<file path="src/aps_regs.svh">
// Register offsets, field positions, reset values and timing counts.
`ifndef APS_REGS_SVH
`define APS_REGS_SVH

// ============================================================
// Register byte offsets
`define APS_CTRL_OFS     12'h000
`define APS_STATUS_OFS   12'h004
`define APS_IRQ_STAT_OFS 12'h008
`define APS_IRQ_MASK_OFS 12'h00C

// ============================================================
// Control register fields
`define APS_CTRL_RUN_BIT   0
`define APS_CTRL_RESET_VAL 32'h0000_0001

// ============================================================
// Status register fields
`define APS_ST_BYPASS_BIT  0
`define APS_ST_DOUBLER_BIT 1
`define APS_ST_ENABLE_BIT  2
`define APS_ST_PGOOD_BIT   3
`define APS_ST_STATE_LSB   4
`define APS_ST_STATE_MSB   6

// ============================================================
// Interrupt events: 0 converters on, 1 power good, 2 power fail
// warning, 3 converters off, 4 overvoltage
`define APS_IRQ_W        5
`define APS_IRQ_MASK_RST 5'h00

// ============================================================
// Delay between sequencing steps
`define APS_DELAY_MS     150
`define APS_CLK_HZ       50000000
`define APS_DELAY_CYC    ((`APS_DELAY_MS * `APS_CLK_HZ) / 1000)

`endif

</file>
<file path="src/aps_pkg.sv">
// Types shared by the power sequencer files.
package aps_pkg;

  // ============================================================
  // Sequencer states
  typedef enum logic [2:0]
  {
    APS_INIT,
    APS_CHARGE,
    APS_BYPASS_WAIT,
    APS_ENABLED,
    APS_RUN,
    APS_FAIL_WARN
  } aps_state_type;

  // Bus-voltage threshold indications from the comparators.
  typedef struct packed
  {
    logic above_400;
    logic above_235;
    logic above_205;
    logic above_200;
    logic above_190;
    logic above_180;
    logic settled;
  } aps_bus_type;

  // Outputs towards the power stage.
  typedef struct packed
  {
    logic bypass_closed;
    logic doubler_on;
    logic conv_enable;
    logic power_good_flag_n;
  } aps_drive_type;

endpackage

</file>
<file path="src/aps_apb_regs.sv">
// APB register file with interrupt status and mask.
`timescale 1ns/1ns
`default_nettype none
`include "aps_regs.svh"

module aps_apb_regs
(
  // Clock and reset
  input  wire logic                   pclk,
  input  wire logic                   presetn,
  input  wire logic                   ce,
  // APB slave
  input  wire logic                   psel,
  input  wire logic                   penable,
  input  wire logic                   pwrite,
  input  wire logic [11:0]            paddr,
  input  wire logic [31:0]            pwdata,
  output var  logic [31:0]            prdata,
  output var  logic                   pready,
  output var  logic                   pslverr,
  // Block side
  input  wire logic [31:0]            status_word,
  input  wire logic [`APS_IRQ_W-1:0]  events,
  output var  logic                   run_en,
  output var  logic                   irq
);

  logic [31:0]            ctrl_q, ctrl_d;
  logic [`APS_IRQ_W-1:0]  ist_q, ist_d, msk_q, msk_d;
  logic [31:0]            rd_q, rd_d;
  logic                   rdy_q, rdy_d, err_q, err_d, irq_q, irq_d;
  logic                   acc;

  // True for the four mapped word addresses.
  function automatic logic mapped(input logic [11:0] a);
    return a == `APS_CTRL_OFS || a == `APS_STATUS_OFS ||
           a == `APS_IRQ_STAT_OFS || a == `APS_IRQ_MASK_OFS;
  endfunction

  // Every access completes in the second access-phase cycle; pready is a pulse.
  assign acc = psel && penable && !rdy_q;

  // Next values; an event arriving with a write-one-clear still sets.
  always_comb
  begin
    ctrl_d = ctrl_q;
    msk_d  = msk_q;
    ist_d  = ist_q;
    rd_d   = 32'h0000_0000;
    rdy_d  = acc;
    err_d  = acc && !mapped(paddr);
    if (acc && pwrite)
    begin
      if (paddr == `APS_CTRL_OFS)
        ctrl_d = {31'h0000_0000, pwdata[`APS_CTRL_RUN_BIT]};
      if (paddr == `APS_IRQ_MASK_OFS)
        msk_d = pwdata[`APS_IRQ_W-1:0];
      if (paddr == `APS_IRQ_STAT_OFS)
        ist_d = ist_q & ~pwdata[`APS_IRQ_W-1:0];
    end
    else if (acc)
    begin
      unique case (paddr)
        `APS_CTRL_OFS:     rd_d = ctrl_q;
        `APS_STATUS_OFS:   rd_d = status_word;
        `APS_IRQ_STAT_OFS: rd_d = {27'h000_0000, ist_q};
        `APS_IRQ_MASK_OFS: rd_d = {27'h000_0000, msk_q};
        default:           rd_d = 32'h0000_0000;
      endcase
    end
    ist_d = ist_d | events;
    irq_d = |(ist_d & msk_d);
  end

  // Registers.
  always_ff @(posedge pclk or negedge presetn)
  begin
    if (!presetn)
    begin
      ctrl_q <= `APS_CTRL_RESET_VAL;
      msk_q  <= `APS_IRQ_MASK_RST;
      ist_q  <= 5'h00;
      rd_q   <= 32'h0000_0000;
      rdy_q  <= 1'b0;
      err_q  <= 1'b0;
      irq_q  <= 1'b0;
    end
    else if (ce)
    begin
      ctrl_q <= ctrl_d;
      msk_q  <= msk_d;
      ist_q  <= ist_d;
      rd_q   <= rd_d;
      rdy_q  <= rdy_d;
      err_q  <= err_d;
      irq_q  <= irq_d;
    end
  end

  assign prdata  = rd_q;
  assign pready  = rdy_q;
  assign pslverr = err_q;
  assign run_en  = ctrl_q[`APS_CTRL_RUN_BIT];
  assign irq     = irq_q;

endmodule // aps_apb_regs
`default_nettype wire

</file>
<file path="src/aps_delay_timer.sv">
// Cycle counter measuring one sequencing delay.
`timescale 1ns/1ns
`default_nettype none
`include "aps_regs.svh"

module aps_delay_timer
#(
  parameter int unsigned DELAY_CYC = `APS_DELAY_CYC
)
(
  // Clock and reset
  input  wire logic pclk,
  input  wire logic presetn,
  input  wire logic ce,
  // Control
  input  wire logic run,
  input  wire logic clear,
  // Result
  output var  logic done
);

  logic [22:0] cnt_q;
  logic [22:0] cnt_d;
  logic        done_d;
  logic        done_q;

  // Counts while running; the clear wins so a restart starts fresh.
  always_comb
  begin
    cnt_d  = cnt_q;
    done_d = done_q;
    if (clear)
    begin
      cnt_d  = 23'h000000;
      done_d = 1'b0;
    end
    else if (run && !done_q)
    begin
      if (cnt_q == 23'(DELAY_CYC - 1))
        done_d = 1'b1;
      else
        cnt_d = cnt_q + 23'h000001;
    end
  end

  // State registers.
  always_ff @(posedge pclk or negedge presetn)
  begin
    if (!presetn)
    begin
      cnt_q  <= 23'h000000;
      done_q <= 1'b0;
    end
    else if (ce)
    begin
      cnt_q  <= cnt_d;
      done_q <= done_d;
    end
  end

  assign done = done_q;

endmodule // aps_delay_timer
`default_nettype wire

</file>
<file path="src/aps_sequencer.sv">
// Power-up and power-down sequencer for an autoranging rectifier.
//
// How it works
// - Bypass and doubler switches open at power-up.
// - Start with converters disabled, power-good high.
// - Above 200 V, doubler stays off.
// - After settling, bypass closes only above 235 V.
// - Enable converters 150 ms after bypass.
// - Power good 150 ms after enabling.
// - Drop power good below 205 V.
// - Disable converters below 190 V.
// - After disable, restart the full sequence.
// - Recovery before disable rides through.
// - Above 400 V: disable and open bypass.
// - Below 180 V: open bypass.
`timescale 1ns/1ns
`default_nettype none
`include "aps_regs.svh"

module aps_sequencer
#(
  // Cycles in each sequencing delay; benches may shorten it.
  parameter int unsigned DELAY_CYC = `APS_DELAY_CYC
)
(
  // Clock, reset and enable
  input  wire logic                 pclk,
  input  wire logic                 presetn,
  input  wire logic                 ce,
  // APB slave
  input  wire logic                 psel,
  input  wire logic                 penable,
  input  wire logic                 pwrite,
  input  wire logic [11:0]          paddr,
  input  wire logic [31:0]          pwdata,
  output var  logic [31:0]          prdata,
  output var  logic                 pready,
  output var  logic                 pslverr,
  // Bus-voltage comparator indications
  input  wire aps_pkg::aps_bus_type bus,
  // Power stage drive
  output var  logic                 bypass_closed,
  output var  logic                 doubler_on,
  output var  logic                 conv_enable,
  output var  logic                 power_good_flag_n,
  // Interrupt
  output var  logic                 irq
);

  // ============================================================
  // Sequencer state
  aps_pkg::aps_state_type  st_q, st_d;
  aps_pkg::aps_drive_type  drv_q, drv_d;
  logic                    t1_run, t2_run, t_clear;
  logic                    t1_done, t2_done;
  logic                    run_en;
  logic [`APS_IRQ_W-1:0]   ev;
  logic [31:0]             status_word;

  // ============================================================
  // Delay timers
  // Counted on pclk.
  aps_delay_timer
  #(
    .DELAY_CYC (DELAY_CYC)
  )
  u_t_enable
  (
    .pclk    (pclk),
    .presetn (presetn),
    .ce      (ce),
    .run     (t1_run),
    .clear   (t_clear),
    .done    (t1_done)
  );

  aps_delay_timer
  #(
    .DELAY_CYC (DELAY_CYC)
  )
  u_t_good
  (
    .pclk    (pclk),
    .presetn (presetn),
    .ce      (ce),
    .run     (t2_run),
    .clear   (t_clear),
    .done    (t2_done)
  );

  // ============================================================
  // Register file
  aps_apb_regs u_regs
  (
    .pclk        (pclk),
    .presetn     (presetn),
    .ce          (ce),
    .psel        (psel),
    .penable     (penable),
    .pwrite      (pwrite),
    .paddr       (paddr),
    .pwdata      (pwdata),
    .prdata      (prdata),
    .pready      (pready),
    .pslverr     (pslverr),
    .status_word (status_word),
    .events      (ev),
    .run_en      (run_en),
    .irq         (irq)
  );

  // Status word shows the live outputs and the state code.
  assign status_word = {25'h000_0000, st_q,
                        drv_q.power_good_flag_n, drv_q.conv_enable,
                        drv_q.doubler_on, drv_q.bypass_closed};

  // Timers run only in their own waiting states.
  assign t1_run = (st_q == aps_pkg::APS_BYPASS_WAIT);
  assign t2_run = (st_q == aps_pkg::APS_ENABLED);

  // ============================================================
  // Next-state logic
  always_comb
  begin
    st_d    = st_q;
    drv_d   = drv_q;
    t_clear = 1'b0;
    ev      = 5'h00;
    unique case (st_q)
      aps_pkg::APS_INIT:
      begin
        drv_d.bypass_closed     = 1'b0;
        drv_d.doubler_on        = 1'b0;
        drv_d.conv_enable       = 1'b0;
        drv_d.power_good_flag_n = 1'b1;
        t_clear = 1'b1;
        if (run_en)
          st_d = aps_pkg::APS_CHARGE;
      end
      aps_pkg::APS_CHARGE:
      begin
        // Doubler held off above 200 V.
        if (bus.settled)
        begin
          if (bus.above_200)
            drv_d.doubler_on = 1'b0;
          else
            drv_d.doubler_on = 1'b1;
        end
        // Bypass closes only above 235 V.
        // Doubler must already be settled; retry next cycle if it moved.
        if (bus.settled && bus.above_235 && !bus.above_400 &&
            (drv_q.doubler_on == !bus.above_200))
        begin
          drv_d.bypass_closed = 1'b1;
          st_d = aps_pkg::APS_BYPASS_WAIT;
        end
      end
      aps_pkg::APS_BYPASS_WAIT:
      begin
        if (t1_done)
        begin
          drv_d.conv_enable = 1'b1;
          ev[0] = 1'b1;
          st_d  = aps_pkg::APS_ENABLED;
        end
      end
      aps_pkg::APS_ENABLED:
      begin
        // Power good after the second delay.
        if (t2_done && bus.above_205)
        begin
          drv_d.power_good_flag_n = 1'b0;
          ev[1] = 1'b1;
          st_d  = aps_pkg::APS_RUN;
        end
        // A dip here only delays power good; the settle time still runs.
      end
      aps_pkg::APS_RUN:
      begin
        // Power good drops below 205 V.
        if (!bus.above_205)
        begin
          drv_d.power_good_flag_n = 1'b1;
          ev[2] = 1'b1;
          st_d  = aps_pkg::APS_FAIL_WARN;
        end
      end
      aps_pkg::APS_FAIL_WARN:
      begin
        // Recovery above 235 V rides through.
        if (bus.above_235)
        begin
          drv_d.power_good_flag_n = 1'b0;
          ev[1] = 1'b1;
          st_d  = aps_pkg::APS_RUN;
        end
      end
    endcase

    // Disable below 190 V once converters run.
    // Then restart from the initial state.
    if (drv_q.conv_enable && !bus.above_190)
    begin
      drv_d.conv_enable       = 1'b0;
      drv_d.power_good_flag_n = 1'b1;
      drv_d.bypass_closed     = 1'b0;
      ev[3] = 1'b1;
      st_d  = aps_pkg::APS_INIT;
    end

    // Fault below 180 V opens the bypass.
    if (drv_q.bypass_closed && !bus.above_180)
    begin
      drv_d.bypass_closed = 1'b0;
      if (!drv_q.conv_enable)
        st_d = aps_pkg::APS_INIT;
    end

    // Overvoltage disables and opens the bypass.
    // Restarting through init lets the thermistor pull the bus down.
    if (bus.above_400 && st_q != aps_pkg::APS_INIT)
    begin
      drv_d.conv_enable       = 1'b0;
      drv_d.bypass_closed     = 1'b0;
      drv_d.power_good_flag_n = 1'b1;
      ev[4] = 1'b1;
      st_d  = aps_pkg::APS_INIT;
    end
  end

  // State registers.
  always_ff @(posedge pclk or negedge presetn)
  begin
    if (!presetn)
    begin
      st_q  <= aps_pkg::APS_INIT;
      drv_q <= 4'h1;                // Not-good flag high, all else off.
    end
    else if (ce)
    begin
      st_q  <= st_d;
      drv_q <= drv_d;
    end
  end

  // Outputs straight from the drive register.
  assign bypass_closed     = drv_q.bypass_closed;
  assign doubler_on        = drv_q.doubler_on;
  assign conv_enable       = drv_q.conv_enable;
  assign power_good_flag_n = drv_q.power_good_flag_n;

endmodule // aps_sequencer
`default_nettype wire

</file>
<file path="config.mk">
export PLATFORM = sky130hd
export DESIGN_NAME = aps_sequencer
export DESIGN_NICKNAME = d
export VERILOG_FILES = /design/src/aps_pkg.sv /design/src/aps_apb_regs.sv /design/src/aps_delay_timer.sv /design/src/aps_sequencer.sv
export VERILOG_INCLUDE_DIRS = /design/src
export SDC_FILE = /design/constraint.sdc
export NUM_CORES = 1
export LEC_CHECK = 0
export BUFFER_PORTS_ARGS = -buffer_cell sky130_fd_sc_hd__buf_2
export CORE_MARGIN = 1.5
export CORE_UTILIZATION = 40
export CTS_CLUSTER_DIAMETER = 120
export DETAILED_ROUTE_END_ITERATION = 8
export SLEW_MARGIN = 20
export SYNTH_ARGS = -nofsm -noshare
export SYNTH_HDL_FRONTEND = slang
export SYNTH_HIERARCHICAL = 1
export SYNTH_SLANG_ARGS = --single-unit
</file>
<file path="constraint.sdc">
create_clock -name pclk -period 2.52 [get_ports pclk]
set_input_delay 0.126 -clock pclk [delete_from_list [all_inputs] [get_ports pclk]]
set_output_delay 0.126 -clock pclk [all_outputs]
set_load 0.03 [all_outputs]
</file>
==> impl_metrics.ini <==
[cts]
post_cts_buffers = 0
cts_buffers = 9
clk_latency_ns = 0.35
cts.sinks = 101
path_clk_slew_ns = 0.07
htree_levels = 3
clockBufferDepth = 2
cts_tree = done
clockRootBuffer = clkbuf_16
cts_resized = 0

[final_layout]
final_common_cell = dfrtp_1
layout-drive-gt1-share_pct = 22.66
diodes = 0
final_util_pct = 47.98
final_cell_mix = 99 x dfrtp_1, 67 x buf_2, 59 x nand2_1, 41 x nor2_1, 33 x a22o_1
syn_to_final_growth_pct = 15.41
nets = 742

[sta]
worstMarginPinSlew_ns = 0.5292
finalMaxSlewViolations = 0
setup_viol = 0
finClkSkew_ns = 0.005101
setup_tns_ns = 0
rsz0062_at_grt = no
finalCriticalPeriod_ns = 2.196
max_freq_mhz = 455.5
hold_viol = 0
final.period_utilization_pct = 87.12
slew_headroom_pct = 64.72

[power_and_ir_drop]
leakagePower_uw = 0.003014
power_density_nw_per_um2 = 757.9
vdd_drop_max_mv = 0.4054

[setup_path]
crit_arrival_ns = 2.43
path_cells = buf_4 > nand2_1 > nor2_1 > nor2b_1 > o21ai_2 > buf_4 > nor3_1 > a221o_1
end_kind = flip-flop
crit_top_cell = buf_4
rrSetupSlack_ns = 0.32
cp_slowest_stage_delay_ns = 0.43
crit_fanout = 22
required_ns = 2.75
start_kind = flip-flop
critPathSlowestCell = dfrtp_1
crit_type = flip-flop to flip-flop

[logic_synthesis]
yosys.area_share.xor_xnor_pct = 1.650
synth_top_cell_area_share_pct = 42.43
ys_seq_area_share_pct = 43.33
synth_edf_count = 0
yosys.area_share.simple_pct = 24.24
syn_inst = 591
ys_ff_latch = 101
synth.area.mux_share_pct = 3.258
synth_compound_area_share_pct = 21.60
synth_largest_area_cell = dfrtp_1
syn_area_um2 = 5838
synth_top_family_by_area = simple AND/OR/NAND/NOR gates
synthAdderAreaFrac_pct = 1.072
synth.distinct_cells = 81
yosysWarnings = 6
syn_area_per_cell_um2 = 9.878
ys_top_cells_by_area = dfrtp_1 42%, a22o_1 5.0%, nand2_1 3.8%
async_reset_ff_share_pct = 100.0
yosys_most_used_dff = dfrtp_1

[job]
cap_violations = 0

[place]
dp_hpwl_mm = 9.655
place_congestion = 0.8391
portBuffers = 68

[global_route]
grt_pass1_vias = 4541
antenna_found_initial = 0
track_usage_pct = 18.98
grt-ovfl-total = 0
grt_max_degree = 47
grt_pass1_wl_mm = 22.93

[detailed_routing]
ant_nets = 0
vias = 4838
drc = 0
drt_iter0_drc = 329
routedWlPerCell_um = 15.99
vias_per_cell = 5.600
totalWireLength_mm = 13.82
dr.pass1.iters = 4

[run_status]
outcome = complete, no violations

[die]
rows = 43
die_h_um = 123.8
die_w_um = 123.8
dieArea_um2 = 15330
coreArea_um2 = 14040
initial_core_util_pct = 41.58
io_pins = 96

[hold_path]
min_path_type = input port to flip-flop
==> layout make-up <==
class | count | area, um^2
repair buffers | 86 | 493.0
well taps | 180 | 225.2
multi-input cells | 460 | 3132
clock buffers | 9 | 225.2
inverters | 22 | 82.58
clock inverters | 6 | 50.05
flip-flops and latches | 101 | 2530
fillers | 1301 | 7305
==> worst paths after layout <==
path | startpoint | end | depth (start not counted)
max | st_q[1]$_DFFE_PN0P_ | u_t_enable/cnt_q[12]$_DFFE_PN0P_ | 8
min | pwdata[0] | u_regs/ctrl_q[0]$_DFFE_PN1P_ | 2
max reg2reg | st_q[1]$_DFFE_PN0P_ | u_t_enable/cnt_q[12]$_DFFE_PN0P_ | 8
min reg2reg | u_regs/prdata[0]$_DFFE_PN0P_ | u_regs/prdata[0]$_DFFE_PN0P_ | 1
max in group asynchronous | presetn | u_regs/ctrl_q[0]$_DFFE_PN1P_ | 3
min in group asynchronous | presetn | u_regs/msk_q[4]$_DFFE_PN0P_ | 2
==> critical path, delay by kind of cell, from the launching register on <==
kind	cells	cell delay, ns
flops	1	0.43
buf+inv	2	0.53
simple gates	4	0.41
compound gates	2	0.70
==> power breakdown <==
group | total [uW] | internal (uW) | switching, uW
Combinational | 1710 | 622 | 1080
Sequential | 2080 | 1820 | 265
Clock | 1320 | 674 | 646
Total | 5110 | 3110 | 1990
==> Yosys cell counts, types with 11 or more instances <==
cell type / number
a21oi_1: 29
a22o_1: 33
clkbuf_1: 11
dfrtp_1: 99
inv_1: 20
nand2_1: 59
nand3_1: 15
nand4_1: 13
nor2_1: 41
nor3_1: 25
o21ai_0: 25
o21ai_1: 15
==> cell families (layout without fill, tap and decap cells) <==
kind of cell             Yosys count  in the layout
AO/OA/AOI/OAI                    173            173
XOR/XNOR                          11             11
adder cells (fa/ha/maj)            5              5
buffers and inverters             54            123
flip-flops                       101            101
multiplexers                      17             17
other                              1             25
AND/OR/NAND/NOR                  229            229
==> stage by stage <==
stage	std cells	instance area [um^2]	power, uW	worst slack (ns)	hold WS [ns]
6_report	864	6738	5107	0.3245	0.06071
3_3_place_gp	848	6452	3738	0.3949	0.1365
2_1_floorplan	615	5928	3299	0.06530	-0.1696
3_5_place_dp	848	6452	3805	0.3498	0.1380
4_1_cts	864	6738	5149	0.3423	0.05045
5_1_grt	864	6738	5462	0.1398	0.07463
==> metal layers <==
layer / share of wire (%) / track usage [%] / routed length (um)
met4: 1.4 / 6.466 / 194
met1: 50 / 26.26 / 6907
met5: 0 / 0 / 0
met3: 3.7 / 2.885 / 516
met2: 45 / 30.35 / 6197
==> registers in the layout, indices dropped and copies added (netlist names), 3 cells and up <==
register and flops:
st_q 3, u_regs/ist_q 5, u_regs/msk_q 5, u_regs/prdata 32
u_t_enable/cnt_q 23, u_t_good/cnt_q 23
==> what timing repair did <==
action / CTS / global route
hold buffers: 1 / 0
endpoints found under the setup margin: 0 / 0
endpoints found under the hold margin: 34 / 0
(Power assumes the default switching activity.)
